`src/logic/rsi_pkg.sv`:
```
// Purpose: Shared constants for the register store decode and execute block
// Assumes: Instruction bytes arrive left aligned in a 24-bit word, byte 0 in bits 23-16
// Notes:   Selector values follow the single-word source field layout
package rsi_pkg;
	localparam int          INSTR_W      = 24;
	localparam int          WORD_W       = 16;
	localparam int          NUM_ACC      = 4;
	localparam int          NUM_TA       = 12;
	localparam int          NUM_CTRL     = 16;
	localparam int          NUM_RPT      = 5;
	// Single-word store: 1100 FSSS AAAA AAAI
	localparam logic [3:0]  OP_SW        = 4'hc;
	localparam int          SW_OP_POS    = 20;
	localparam int          SW_SEL_POS   = 16;
	// Paired store: 1011 AAAA AAAI FSSS 1100 xxxx
	localparam logic [3:0]  OP_PAIR      = 4'hb;
	localparam logic [3:0]  PAIR_SUFFIX  = 4'hc;
	localparam int          PAIR_SEL_POS = 8;
	localparam int          PAIR_SUF_POS = 4;
	// Control, byte and return-address stores: prefix, address, selector, suffix
	localparam logic [7:0]  OP_CTRL      = 8'he5;
	localparam logic [7:0]  OP_RETURN_ADDRESS_REG      = 8'heb;
	localparam int          PFX_POS      = 16;
	localparam int          SEL_POS      = 4;
	localparam int          SUF_POS      = 2;
	localparam logic [1:0]  SUF_CTRL     = 2'h2;
	localparam logic [1:0]  SUF_RPT      = 2'h3;
	localparam logic [1:0]  SUF_BYTE     = 2'h1;
	localparam logic [1:0]  SUF_RETURN_ADDRESS_REG     = 2'h1;
	localparam logic [3:0]  SEL_UNDEF_A  = 4'hd;
	localparam logic [3:0]  SEL_UNDEF_B  = 4'he;
	localparam logic [2:0]  RPT_SEL_MAX  = 3'h4;
	localparam logic [3:0]  TA_BASE      = 4'h4;
	localparam logic [3:0]  TA_LAST      = 4'hb;
	localparam logic [1:0]  BE_WORD      = 2'h3;
	localparam logic [1:0]  BE_HIGH      = 2'h2;
	localparam logic [1:0]  RPT_BLOCK_REPEAT_COUNT_0     = 2'h1;
	localparam logic [1:0]  RPT_BLOCK_REPEAT_COUNT_1     = 2'h2;
	// Timing in clock cycles
	localparam int          RETURN_ADDRESS_REG_CYCLES  = 5;
	localparam int          BRC_LATENCY  = 3;
	typedef enum logic [1:0] {
		ST_IDLE = 2'b00,
		ST_WAIT = 2'b01,
		ST_RETURN_ADDRESS_REG = 2'b10
	} rsi_state_e;
endpackage

```
`src/logic/rsi_store_exec.sv`:
```
// Purpose: Decode and execute register store instructions onto the data write path
// Assumes: Operand address and its MEMORY_MAPPED_REGISTER flag are valid in the cycle the instruction is offered
// Notes:   Port 1 writes the addressed word, port 2 the word at address plus one
`timescale 1ns/1ps

// Overview of operation
// RQ1 - Two-byte store 1100, selector, address byte
// RQ2 - Accumulator store writes only bits 15-0
// RQ3 - Temp/aux store writes whole register directly
// RQ4 - Byte store: source 7-0 to word 15-8
// RQ5 - Byte store to MEMORY_MAPPED_REGISTER: no write, bus error
// RQ6 - Pair store: first register high, next low
// RQ7 - Program names only even pair first registers
// RQ8 - Long word: upper at address, lower at +1
// RQ9 - Prefix e5, suffix 10xx selects control register
// RQ10 - Suffix 11xx selects repeat and transition registers
// RQ11 - Prefix eb, 01xx: return-address store, five cycles
// RQ12 - Return address and context flags both stored
// RQ13 - Block repeat store waits three cycles after loop end
// RQ14 - Repeatable, no status bit read or written
// RQ15 - Flags high byte, address 23-16 low, then 15-0
module rsi_store_exec #(
	parameter int ADDR_W = 24
)(
	input  wire logic                      MCLK,
	input  wire logic                      NRST,
	input  wire logic                      INSTR_VALID,
	input  wire logic [23:0]               INSTR,
	input  wire logic [ADDR_W-1:0]         OPERAND_ADDR,
	input  wire logic                      OPERAND_IS_MMR,
	input  wire logic                      LOOP_END,
	input  wire logic [15:0]               ACC_REGS [4],
	input  wire logic [15:0]               TA_REGS [12],
	input  wire logic [15:0]               CTRL_REGS [16],
	input  wire logic [15:0]               RPT_REGS [5],
	input  wire logic [23:0]               RETURN_ADDRESS_REG,
	input  wire logic [7:0]                CONTROL_FLOW_CONTEXT,
	output logic                           READY,
	output logic                           WR_EN,
	output logic [ADDR_W-1:0]              WR_ADDR,
	output logic [15:0]                    WR_DATA,
	output logic [1:0]                     WR_BE,
	output logic                           WR2_EN,
	output logic [ADDR_W-1:0]              WR2_ADDR,
	output logic [15:0]                    WR2_DATA,
	output logic                           BUS_ERR_REQ,
	output logic                           ILLEGAL
);
	rsi_pkg::rsi_state_e state_r;
	rsi_pkg::rsi_state_e state_nxt;
	logic [1:0]          guard_r;
	logic [2:0]          cnt_r;
	logic [ADDR_W-1:0]   pend_addr_r;
	logic [2:0]          pend_sel_r;
	logic [31:0]         return_address_reg_word_r;
	logic [3:0]          sw_sel;
	logic [3:0]          sel;
	logic [3:0]          pair_sel;
	logic [3:0]          ta_idx;
	logic [3:0]          ta_nxt_idx;
	logic                take;
	logic                is_sw;
	logic                is_pair;
	logic                is_ctrl;
	logic                is_rpt;
	logic                is_byte;
	logic                is_return_address_reg;
	logic                is_brc;
	logic                brc_hold;
	logic                do_w1;
	logic                do_w2;
	logic [ADDR_W-1:0]   w1_addr;
	logic [15:0]         w1_data;
	logic [15:0]         w2_data;
	logic [1:0]          w1_be;
	logic [15:0]         sw_src;
	logic                wr_brc_r;

	////////////////////////////////////////////////////////////////////////////
	// Decode

	assign take     = INSTR_VALID && (state_r == rsi_pkg::ST_IDLE);
	assign sw_sel   = INSTR[rsi_pkg::SW_SEL_POS +: 4];
	assign sel      = INSTR[rsi_pkg::SEL_POS +: 4];
	assign pair_sel = INSTR[rsi_pkg::PAIR_SEL_POS +: 4];
	assign is_sw    = take && (INSTR[rsi_pkg::SW_OP_POS +: 4] == rsi_pkg::OP_SW); // RQ1
	assign is_pair  = take && (INSTR[rsi_pkg::SW_OP_POS +: 4] == rsi_pkg::OP_PAIR)
		&& (INSTR[rsi_pkg::PAIR_SUF_POS +: 4] == rsi_pkg::PAIR_SUFFIX);
	assign is_ctrl  = take && (INSTR[rsi_pkg::PFX_POS +: 8] == rsi_pkg::OP_CTRL)
		&& (INSTR[rsi_pkg::SUF_POS +: 2] == rsi_pkg::SUF_CTRL)
		&& (sel != rsi_pkg::SEL_UNDEF_A) && (sel != rsi_pkg::SEL_UNDEF_B); // RQ9
	assign is_rpt   = take && (INSTR[rsi_pkg::PFX_POS +: 8] == rsi_pkg::OP_CTRL)
		&& (INSTR[rsi_pkg::SUF_POS +: 2] == rsi_pkg::SUF_RPT) && (sel[2:0] <= rsi_pkg::RPT_SEL_MAX); // RQ10
	assign is_byte  = take && (INSTR[rsi_pkg::PFX_POS +: 8] == rsi_pkg::OP_CTRL)
		&& (INSTR[rsi_pkg::SUF_POS +: 2] == rsi_pkg::SUF_BYTE) && !INSTR[0];
	assign is_return_address_reg  = take && (INSTR[rsi_pkg::PFX_POS +: 8] == rsi_pkg::OP_RETURN_ADDRESS_REG)
		&& (INSTR[rsi_pkg::SUF_POS +: 2] == rsi_pkg::SUF_RETURN_ADDRESS_REG); // RQ11
	assign is_brc   = is_rpt && ((sel[1:0] == rsi_pkg::RPT_BLOCK_REPEAT_COUNT_0) || (sel[1:0] == rsi_pkg::RPT_BLOCK_REPEAT_COUNT_1))
		&& !sel[2];
	assign brc_hold = LOOP_END || (guard_r != 2'h0); // RQ13

	// Pair partner is the next-numbered register (index 11 pairs with itself); odd first registers are the program's fault
	assign ta_idx     = pair_sel - rsi_pkg::TA_BASE; // RQ7
	assign ta_nxt_idx = (ta_idx == rsi_pkg::TA_LAST) ? ta_idx : ta_idx + 4'h1;
	// Dedicated paths: no ALU, shifter or multiplier in the way
	assign sw_src = sw_sel[3:2] == 2'h0 ? ACC_REGS[sw_sel[1:0]] : TA_REGS[sw_sel - rsi_pkg::TA_BASE]; // RQ2 RQ3

	////////////////////////////////////////////////////////////////////////////
	// Write selection; no status bit is read or modified anywhere

	always_comb begin
		do_w1   = 1'b0;
		do_w2   = 1'b0;
		w1_addr = OPERAND_ADDR;
		w1_data = 16'h0000;
		w2_data = 16'h0000;
		w1_be   = rsi_pkg::BE_WORD;
		if (state_r == rsi_pkg::ST_RETURN_ADDRESS_REG && cnt_r == 3'h0) begin
			do_w1   = 1'b1;
			do_w2   = 1'b1;
			w1_addr = pend_addr_r;
			w1_data = return_address_reg_word_r[31:16]; // RQ12
			w2_data = return_address_reg_word_r[15:0]; // RQ12
		end else if (state_r == rsi_pkg::ST_WAIT && !brc_hold) begin
			do_w1   = 1'b1;
			w1_addr = pend_addr_r;
			w1_data = RPT_REGS[pend_sel_r];
		end else if (is_sw) begin
			do_w1   = 1'b1;
			w1_data = sw_src; // RQ2 RQ3
		end else if (is_byte && !OPERAND_IS_MMR) begin
			do_w1   = 1'b1;
			w1_be   = rsi_pkg::BE_HIGH;
			w1_data = {(sw_src_byte(sel)), 8'h00}; // RQ4
		end else if (is_pair) begin
			do_w1   = 1'b1;
			do_w2   = 1'b1;
			w1_data = TA_REGS[ta_idx]; // RQ6
			w2_data = TA_REGS[ta_nxt_idx]; // RQ6
		end else if (is_ctrl) begin
			do_w1   = 1'b1;
			w1_data = CTRL_REGS[sel]; // RQ9
		end else if (is_rpt && !(is_brc && brc_hold)) begin
			do_w1   = 1'b1;
			w1_data = RPT_REGS[sel[2:0]]; // RQ10
		end
	end

	function automatic logic [7:0] sw_src_byte(input logic [3:0] s);
		logic [15:0] v;
		v = (s[3:2] == 2'h0) ? ACC_REGS[s[1:0]] : TA_REGS[s - rsi_pkg::TA_BASE];
		return v[7:0];
	endfunction

	////////////////////////////////////////////////////////////////////////////
	// Sequencing

	always_comb begin
		state_nxt = state_r;
		unique case (state_r)
			rsi_pkg::ST_IDLE: begin
				if (is_return_address_reg)
					state_nxt = rsi_pkg::ST_RETURN_ADDRESS_REG; // RQ11
				else if (is_brc && brc_hold)
					state_nxt = rsi_pkg::ST_WAIT; // RQ13
			end
			rsi_pkg::ST_WAIT: begin
				if (!brc_hold)
					state_nxt = rsi_pkg::ST_IDLE;
			end
			rsi_pkg::ST_RETURN_ADDRESS_REG: begin
				if (cnt_r == 3'h0)
					state_nxt = rsi_pkg::ST_IDLE;
			end
			default: state_nxt = rsi_pkg::ST_IDLE;
		endcase
	end

	always_ff @(posedge MCLK or negedge NRST) begin
		if (!NRST) begin
			state_r <= rsi_pkg::ST_IDLE;
			READY   <= 1'b1;
		end else begin
			state_r <= state_nxt;
			READY   <= (state_nxt == rsi_pkg::ST_IDLE); // RQ14
		end
	end

	always_ff @(posedge MCLK or negedge NRST) begin
		if (!NRST)
			guard_r <= 2'h0;
		else if (LOOP_END)
			guard_r <= 2'(rsi_pkg::BRC_LATENCY - 1); // RQ13
		else if (guard_r != 2'h0)
			guard_r <= guard_r - 2'h1;
	end

	always_ff @(posedge MCLK or negedge NRST) begin
		if (!NRST) begin
			cnt_r       <= 3'h0;
			pend_addr_r <= '0;
			pend_sel_r  <= 3'h0;
			return_address_reg_word_r <= 32'h0000_0000;
		end else if (is_return_address_reg) begin
			cnt_r       <= 3'(rsi_pkg::RETURN_ADDRESS_REG_CYCLES - 2); // RQ11
			pend_addr_r <= OPERAND_ADDR;
			return_address_reg_word_r <= {CONTROL_FLOW_CONTEXT, RETURN_ADDRESS_REG}; // RQ15
		end else if (is_brc) begin
			pend_addr_r <= OPERAND_ADDR;
			pend_sel_r  <= sel[2:0];
		end else if (cnt_r != 3'h0) begin
			cnt_r <= cnt_r - 3'h1;
		end
	end

	////////////////////////////////////////////////////////////////////////////
	// Write ports and error request

	always_ff @(posedge MCLK or negedge NRST) begin
		if (!NRST) begin
			WR_EN    <= 1'b0;
			WR_ADDR  <= '0;
			WR_DATA  <= 16'h0000;
			WR_BE    <= 2'h0;
			WR2_EN   <= 1'b0;
			WR2_ADDR <= '0;
			WR2_DATA <= 16'h0000;
			wr_brc_r <= 1'b0;
		end else begin
			WR_EN    <= do_w1;
			WR_ADDR  <= w1_addr;
			WR_DATA  <= w1_data;
			WR_BE    <= do_w1 ? w1_be : 2'h0;
			WR2_EN   <= do_w2;
			WR2_ADDR <= w1_addr + ADDR_W'(1); // RQ8
			WR2_DATA <= w2_data;
			wr_brc_r <= do_w1 && ((state_r == rsi_pkg::ST_WAIT) || is_brc);
		end
	end

	always_ff @(posedge MCLK or negedge NRST) begin
		if (!NRST) begin
			BUS_ERR_REQ <= 1'b0;
			ILLEGAL     <= 1'b0;
		end else begin
			BUS_ERR_REQ <= is_byte && OPERAND_IS_MMR; // RQ5
			ILLEGAL     <= take && !(is_sw || is_pair || is_ctrl || is_rpt || is_byte || is_return_address_reg);
		end
	end
endmodule

```
`config.mk`:
```
export PLATFORM = sky130hd
export DESIGN_NAME = rsi_store_exec
export DESIGN_NICKNAME = d
export VERILOG_FILES = /design/src/logic/rsi_pkg.sv /design/src/logic/rsi_store_exec.sv
export SDC_FILE = /design/constraint.sdc
export NUM_CORES = 1
export LEC_CHECK = 0
export BUFFER_PORTS_ARGS = -buffer_cell sky130_fd_sc_hd__buf_4
export CAP_MARGIN = 20
export CORE_AREA = 5 5 297 299
export DETAILED_ROUTE_END_ITERATION = 10
export DIE_AREA = 0 0 302 304
export GPL_ROUTABILITY_DRIVEN = 0
export GPL_TIMING_DRIVEN = 1
export SYNTH_ARGS = -nofsm -noshare
export SYNTH_HDL_FRONTEND = slang
export SYNTH_SLANG_ARGS = --single-unit
```
`constraint.sdc`:
```
create_clock -name MCLK -period 4 [get_ports MCLK]
set_clock_uncertainty 0.05 [all_clocks]
set_input_delay 0.6 -clock MCLK [delete_from_list [all_inputs] [get_ports MCLK]]
set_output_delay 0.6 -clock MCLK [all_outputs]
set_load 0.03 [all_outputs]
```
Word-level counts from Yosys, hierarchy flattened --
Index checks and enable logic that the tools add are counted.
Word-level totals: register bits 153, bits of input ports 677, output and inout port bits 87, logic and storage cells 180
Operators by class: $add $sub $neg 7, $lt $le $gt $ge 10, eq/ne operators 16, muxes and demuxes 73, bitwise operators 10, reduce and logical (&&, ||, !) cells 48
Operator list (count):
- 16-bit 2-to-1 mux | 27
- 16-bit binary-select mux with 4-bit select | 5
- 16-bit binary-select mux with 3-bit select | 2
- 24-bit 2-to-1 mux | 4
- 16-bit binary-select mux with 2-bit select | 2
- 8-bit 2-to-1 mux | 5
- 5-bit greater-or-equal comparator (second input constant) | 5
- 4-bit inverter with 5-bit output | 5
- 24-bit by 1-bit adder with 24-bit output (second input constant) | 1
- 1-bit logical AND | 23
- 4-bit == test (second input constant) | 4
- 8-bit == test (second input constant) | 2
- 2-bit 2-to-1 mux | 8
- 1-bit 2-to-1 mux | 15
- 4-bit by 3-bit subtractor with 4-bit output (second input constant) | 3
- 3-bit 2-to-1 mux | 3
- 2-bit == test (second input constant) | 4
- 4-bit greater-or-equal comparator (second input constant) | 2
- 2-bit logical NOT | 4
- 4-bit != test (second input constant) | 2
- 3-bit inverter with 4-bit output | 2
- 2-bit nonzero test | 4
- 1-bit logical OR | 7
- 2-bit by 1-bit == test with 1-bit output (second input constant) | 3
- other kinds (14) | 22

Longest topological paths before layout --
Gate-level depths: netlist (run 1).
depth after elaboration 18, depth in mapped cells 16, gate-level depth less buffers 13

Worst setup path before layout (run 1) --
No wires, ideal clock.
path type register to register, start register cnt_r[0], end register WR2_ADDR[22], library setup time 0.079 ns, arrival 3.018 ns, data required time 3.871 ns, path slack 0.852 ns, cell stages (with the launch flop) 17, path buffers 3, clock period less this slack 3.148 ns, cells stage by stage dfrtp_1 > inv_1 > ha_1 > nand4bb_1 > buf_2 > nand2_1 > buf_2 > buf_2 > mux2i_1 > inv_1 > ha_1 > nand3_1 > a211o_1 > a22oi_1 > o21ai_1 > nor3_1 > xor2_1
Between the ends: cells in the longest elaborated chain, start to end 4
RTL lines:
- start, declared | line rsi_store_exec.sv:52 | logic [2:0] cnt_r;
- start signal, assigned | line rsi_store_exec.sv:205 | cnt_r <= 3'(rsi_pkg::RETURN_ADDRESS_REG_CYCLES - 2);
- start signal, assigned | line rsi_store_exec.sv:212 | cnt_r <= cnt_r - 3'h1;
- 3-bit logical NOT | line rsi_store_exec.sv:118 | if (state_r == rsi_pkg::ST_RETURN_ADDRESS_REG && cnt_r == 3'h0) begin
- 1-bit logical AND | line rsi_store_exec.sv:118
- 24-bit 2-to-1 mux | line rsi_store_exec.sv:118
- via w1_addr[0] | line rsi_store_exec.sv:72 | logic [ADDR_W-1:0] w1_addr;
- 24-bit by 1-bit adder with 24-bit output | line rsi_store_exec.sv:235 | WR2_ADDR <= w1_addr + ADDR_W'(1);
- end signal, assigned | line rsi_store_exec.sv:235
- end, declared | line rsi_store_exec.sv:44 | output logic [ADDR_W-1:0] WR2_ADDR,
The timed path passes the listed nets, and every way through them passes these cells. A chain may end at the register's enable or synchronous reset.

Worst setup path in the final report (run 1) --
start register guard_r[0], end register WR2_ADDR[22]
Between the ends: cells in the longest elaborated chain, start to end 7
RTL lines:
- start, declared | line rsi_store_exec.sv:51 | logic [1:0] guard_r;
- start signal, assigned | line rsi_store_exec.sv:193 | guard_r <= 2'(rsi_pkg::BRC_LATENCY - 1);
- start signal, assigned | line rsi_store_exec.sv:195 | guard_r <= guard_r - 2'h1;
- 2-bit nonzero test | line rsi_store_exec.sv:100 | assign brc_hold = LOOP_END || (guard_r != 2'h0);
- 1-bit logical OR | line rsi_store_exec.sv:100
- 1-bit logical NOT
- 1-bit logical AND | line rsi_store_exec.sv:124 | end else if (state_r == rsi_pkg::ST_WAIT && !brc_hold) begin
- 24-bit 2-to-1 mux | line rsi_store_exec.sv:124
- 24-bit 2-to-1 mux | line rsi_store_exec.sv:118
- via w1_addr[0] | line rsi_store_exec.sv:72
- 24-bit by 1-bit adder with 24-bit output | line rsi_store_exec.sv:235
The timed path passes the listed nets, and every way through them passes these cells.

==> impl_metrics.yaml, run 1 <==
setup_path:
  path_max_fanout: 5
  r2r_slack_ps: 680
  r2r-end: "WR2_ADDR[22]$_DFF_PN0_"
  crit_path_end_kind: "flop"
  cp.required_ps: 4350
  crit_chain: "inv_1 -> ha_1 -> nand4bb_1 -> nand2_2 -> mux2i_1 -> inv_1 -> ha_1 -> nand3_1 -> a211o_1 -> a22oi_1 -> o21ai_1 -> nor3_1 -> xor2_1"
  max_stage_delay_ps: 390
  path_class: "flop to flop"
  start_kind: "flop"
  startpoint: "guard_r[0]$_DFFE_PN0N_"
  crit_slowest_cell: "dfrtp_1"
  reg2reg_depth: 13
  crit_buf_inv: 2
  crit_arrival_ps: 3680
  r2r_start: "guard_r[0]$_DFFE_PN0N_"
  crit_family: "compound AO/OA/AOI/OAI gates"
yosys:
  synth_adder_area_share_pct: 1.06
  ys_ff_latch: 152
  post_synth_and_or_nand_nor_area_fraction_pct: 12.0
  synth_cells: 1546
  synthFlopType: "dfrtp_1"
  synth_edf_count: 0
  synth_warnings: 0
  synth-async-reset-ratio_pct: 100
  seq_area_frac_synth_pct: 23.0
  avgSynthCellArea_um2: 10.7
  synth_xor_area_share_pct: 1.57
  syn_nets: 2237
  synth.largest_area_cell: "mux4_2"
  synthesis.area_um2: 16600
  ys_top_cells_by_count: "nand2_1 (199), mux4_2 (191), dfrtp_1 (151), mux2i_1 (149), mux2_2 (62)"
  synth_top_area_share_pct: 26.0
  synth_most_common_cell: "nand2_1"
  synth-compound-area-share_pct: 14.1
  ys_types: 77
  synth_top_family_by_area: "multiplexers"
  synthMuxAreaShare_pct: 42.7
  synth_area_leaders: "mux4_2 (26%), dfrtp_1 (23%), mux2i_1 (9.0%), nand2_1 (4.5%), mux2_2 (4.2%)"
floorplanning:
  start_util_pct: 19.5
  dieArea_um2: 91800
  coreArea_um2: 84900
  pin_count: 764
  num_rows: 107
  die_x_um: 302
  die_y_um: 304
timing:
  timing.hold.ws_ps: 70.5
  worst_pin_slew_ps: 990
  max_freq_mhz: 301
  finalSetupViolCount: 0
  period_share_pct: 83.1
  rsz0062_at_grt: "no"
  slew_violations: 0
  hold_viol: 0
  setup_ws_ps: 675
  finalSetupTns_ps: 0
  min_period_ps: 3320
  slew_headroom_pct: 33.8
pwr:
  total_leakage_power_nw: 10.7
  power.sequential.fraction_pct: 28.9
  p_sw_w: 0.00199
  power_frac_comb_pct: 40.2
  ir_drop_uv: 322
  p_clk_share_pct: 30.9
  switching_share_pct: 34.8
  p_int_w: 0.00372
  p_per_area_nw_per_um2: 236
grt:
  grt_pass1_wl_mm: 142
  grt_start_max_net_pins: 73
  grtUsageMet1_pct: 26.1
  busiest_layer: "met2"
  met2_usage_pct: 37.1
  track_usage_pct: 21.9
  overflow: 0
  grt_pass1_vias: 18166
  antenna_found_initial: 32
  use_met3_pct: 5.76
routing:
  drt_pass1_iterations: 6
  ant_nets: 0
  drt_iter0_drc: 1798
  route.detailed.drc: 0
  wl_per_cell_um: 30.8
  routed_wl_mm: 105
  vias_per_cell: 5.18
  vias: 17762
clocking:
  cts_setup_buffers: 0
  cts_root_buf: "clkbuf_16"
  clock_path_buffers: 2
  clk_latency_ps: 490
  cts_tree: "done"
  cts_buffers: 17
  cts_hold_buf: 0
  cts.repair.resized: 0
  htree_levels: 4
  clkSlewWorstSetupHoldPaths_ps: 80
  clock_sinks: 152
worst_hold_path:
  hold_path.class: "primary input to async pin"
layout:
  final_net_count: 2940
  drive_gt1_share_pct: 50.5
  fin_area_um2: 24200
  synthToLayoutAreaGrowth_pct: 45.8
status:
  outcome: "finished clean"
placement:
  dp_slack_ps: 581
  io_buffers: 758
  place_area_um2: 23500
  hpwl_mm: 88.3
run:
  cap_violations: 0
-- power by group through the flow --
stage / combinational, W / sequential [W] / clock (W)
CTS: 0.00229 / 0.00165 / 0.00182
global route: 0.00243 / 0.00166 / 0.00186
finish: 0.00229 / 0.00165 / 0.00177
floorplan: 0.00107 / 0.00175 / 0
global placement: 0.00226 / 0.00168 / 0
detailed placement: 0.00228 / 0.00168 / 0
-- placed cells by master, fill, tap and decap left out, drive strengths merged, types with 4 or more instances in the layout --
master,synthesis,layout
a21oi,48,48
a211o,11,11
a31oi,25,25
nand2,201,201
o22a,4,4
mux4,204,204
o21ai,73,73
o22ai,26,26
nor2,53,53
a221oi,26,26
diode,0,21
nor3,20,20
xor2,12,12
nor2b,28,28
dfrtp,151,151
a211oi,22,22
nand3,27,27
a22o,4,4
mux2,82,82
and4,4,4
mux2i,150,150
xnor2,16,16
a22oi,28,28
o2bb2ai,6,6
o221ai,9,9
a32oi,32,32
ha,14,14
o211ai,4,4
nand4,25,25
o2111ai,6,6
clkbuf,46,19
and3,9,9
or3,5,5
buf,97,827
inv,28,35
nand2b,9,9
-- worst max path at each step --
| stage | slack (ps) | to | cells after the start |
|---|---|---|---|
| global route | 380 | WR2_ADDR[22]$_DFF_PN0_ | 13 |
| finish | 680 | WR2_ADDR[22]$_DFF_PN0_ | 13 |
| CTS | 650 | WR2_ADDR[22]$_DFF_PN0_ | 13 |
| global placement | 610 | WR2_ADDR[22]$_DFF_PN0_ | 12 |
| floorplan | 850 | WR2_ADDR[22]$_DFF_PN0_ | 16 |
| detailed placement | 580 | WR2_ADDR[22]$_DFF_PN0_ | 12 |
-- per-layer routing --
metal  vias up  part of all wire (%)
met3       197                   8.6
li1       7620                     -
met2      1093                    49
met4        26                   4.4
met1      8826                    38
met5         -                  0.14
-- cells by family after synthesis --
family / Yosys count
compound gates: 336
xor+xnor: 28
fa+ha+maj: 14
buf+inv: 171
flops: 152
mux: 436
simple gates: 409
-- flip-flops by register name (all words and copies together) (netlist names) --
| name | flops |
|---|---|
| BUS_ERR_REQ | 1 |
| ILLEGAL | 1 |
| READY | 1 |
| WR2_ADDR | 24 |
| WR2_DATA | 16 |
| WR2_EN | 1 |
| WR_ADDR | 24 |
| WR_BE | 2 |
| WR_DATA | 16 |
| cnt_r | 3 |
| guard_r | 2 |
| pend_addr_r | 24 |
| pend_sel_r | 3 |
| return_address_reg_word_r | 32 |
| state_r | 2 |
-- worst register-to-register path, cell delays in order (launching register included) --
cell and delay [ps]:
dfrtp_1 390, inv_1 60, ha_1 250, nand4bb_1 170
nand2_2 230, mux2i_1 150, inv_1 90, ha_1 280
nand3_1 140, a211o_1 300, a22oi_1 370, o21ai_1 350
nor3_1 260, xor2_1 180
-- per-stage QoR --
step / std cells / util [%] / total power (W)
global route: 3418 / 28.4 / 0.00595
floorplan: 1546 / - / 0.00282
detailed placement: 3374 / 27.7 / 0.00396
CTS: 3406 / 28.4 / 0.00576
finish: 3427 / 28.5 / 0.00571
global placement: 3374 / 27.7 / 0.00394
-- final cells by class --
| type | count | area (um2) |
|---|---|---|
| fill | 9031 | 60700 |
| multi-input combinational | 1223 | 11900 |
| timing repair buffer | 827 | 6290 |
| sequential | 152 | 3800 |
| tap | 1144 | 1430 |
| clock buffer | 19 | 443 |
| clock inverter | 13 | 158 |
| inverter | 28 | 105 |
| antenna | 21 | 52.6 |
(Power assumes the default switching activity.)
==> run 2: changes to the inputs <==
==> constraint.sdc (replaced) <==
create_clock -name MCLK -period 3.5 [get_ports MCLK]
set_clock_uncertainty 0.05 [all_clocks]
set_input_delay 0.525 -clock MCLK [delete_from_list [all_inputs] [get_ports MCLK]]
set_output_delay 0.525 -clock MCLK [all_outputs]
set_load 0.03 [all_outputs]
==> impl_metrics.yaml, run 2 (synthesis gave the netlist of run 1 again) <==
status:
  outcome: "finished clean"
timing:
  min_period_ps: 3110
  worst_pin_slew_ps: 1260
  finalSetupViolCount: 0
  max_freq_mhz: 321
  finalSetupTns_ps: 0
  hold_viol: 0
  slew_violations: 0
  slew_headroom_pct: 15.8
  period_share_pct: 88.9
  rsz0062_at_grt: "no"
clocking:
  clock_sinks: 152
  cts_setup_buffers: 0
  cts.repair.resized: 0
  cts_buffers: 17
  clock_path_buffers: 2
  cts_hold_buf: 1
  cts_tree: "done"
  clkSlewWorstSetupHoldPaths_ps: 70
  clk_latency_ps: 490
  cts_root_buf: "clkbuf_16"
  htree_levels: 4
floorplanning:
  coreArea_um2: 84900
  dieArea_um2: 91800
  num_rows: 107
  die_x_um: 302
  pin_count: 764
  die_y_um: 304
  start_util_pct: 19.5
routing:
  vias_per_cell: 5.22
  ant_nets: 0
  vias: 17945
  drt_pass1_iterations: 5
  wl_per_cell_um: 30.7
  drt_iter0_drc: 1816
  routed_wl_mm: 105
  route.detailed.drc: 0
layout:
  utilization_pct: 28.6
  fillerInstances: 9043
  layout_commonest_cell: "buf_4"
  drive_gt1_share_pct: 50.6
  largest-register: "return_address_reg_word_r"
  multi_input_area_um2: 11900
  seq_area_um2: 3800
  largest_reg_flops: 32
  final_net_count: 2949
  synthToLayoutAreaGrowth_pct: 46.6
  layout_common_cells: "buf_4 (822), nand2_1 (198), mux4_2 (191), dfrtp_1 (151), mux2i_1 (149)"
setup_path:
  path_class: "flop to flop"
  path_max_fanout: 5
  crit_arrival_ps: 3470
  cp.required_ps: 3860
  start_kind: "flop"
  crit_path_end_kind: "flop"
run:
  cap_violations: 0
pwr:
  p_per_area_nw_per_um2: 271
  ir_drop_uv: 382
  total_leakage_power_nw: 10.8
worst_hold_path:
  hold_path.class: "primary input to flop"
grt:
  grt_pass1_vias: 18461
  grt_pass1_wl_mm: 143
  antenna_found_initial: 44
  grt_start_max_net_pins: 68
  track_usage_pct: 22.0
  overflow: 0
placement:
  io_buffers: 758
  hpwl_mm: 88.9
==> run 2: cell count changes in the layout (fill, tap and decap cells not counted) <==
| cell | delta |
|---|---|
| buf_12 | +4 |
| buf_4 | +4 |
| clkinv_4 | -2 |
| inv_6 | -2 |
| bufinv_16 | +1 |
| clkbuf_1 | +1 |
| clkinv_2 | +1 |
| clkinvlp_4 | +1 |
| diode_2 | -1 |
| dlygate4sd3_1 | +1 |
==> run 2: power by group <==
group | total, W | switching (W) | internal, W | leakage, nW
Combinational | 0.00265 | 0.00132 | 0.00133 | 8.52
Sequential | 0.00188 | 0.0000411 | 0.00184 | 1.99
Clock | 0.00204 | 0.000890 | 0.00115 | 0.294
==> run 2: layer usage <==
metal	part of all wire [%]	up-vias	GRT usage [%]
li1	-	7617	-
met2	49	1198	37.5
met3	9.8	231	7.46
met5	0.16	-	0
met1	37	8873	25.6
met4	4.1	26	8.24
==> run 2: worst paths after layout <==
path	start	end	slack (ps)	cells past startpoint
worst max-delay path	guard_r[0]$_DFFE_PN0N_	WR2_ADDR[22]$_DFF_PN0_	390	13
worst min-delay path	LOOP_END	guard_r[0]$_DFFE_PN0N_	170	2
worst max register to register	guard_r[0]$_DFFE_PN0N_	WR2_ADDR[22]$_DFF_PN0_	390	13
worst min register to register	pend_addr_r[22]$_DFFE_PN0P_	pend_addr_r[22]$_DFFE_PN0P_	450	1
max in group asynchronous	NRST	READY$_DFF_PN1_	2030	3
min in group asynchronous	NRST	WR2_DATA[11]$_DFF_PN0_	470	2
==> run 2: final cells by class <==
class,count,share of cell area [%]
Multi-Input combinational cell,1223,48.9
Timing Repair Buffer,836,26.4
Sequential cell,152,15.7
Tap cell,1144,5.90
Clock buffer,20,1.84
Clock inverter,12,0.680
Inverter,28,0.433
Antenna cell,20,0.206
==> run 2: metrics by stage <==
step | instances | cell area [um2] | setup WS, ps | hold WS [ps] | power [W]
global route | 3432 | 24300 | 193 | 142 | 0.00686
global placement | 3382 | 23600 | 432 | 419 | 0.00451
CTS | 3415 | 24200 | 332 | 118 | 0.00663
floorplan | 1546 | 16600 | 352 | 179 | 0.00323
detailed placement | 3382 | 23600 | 352 | 432 | 0.00453
finish | 3435 | 24300 | 388 | 166 | 0.00657
==> run 2: worst max-delay path, stage by stage (launching register included) <==
cell and delay, ps:
dfrtp_1 360, inv_1 50, ha_1 260, and4bb_2 280
nor2_4 180, nand2_1 70, nand2_1 100, ha_1 290
nand3_1 140, a211o_1 300, a22oi_1 230, o21ai_1 290
nor3_1 260, xor2_1 180
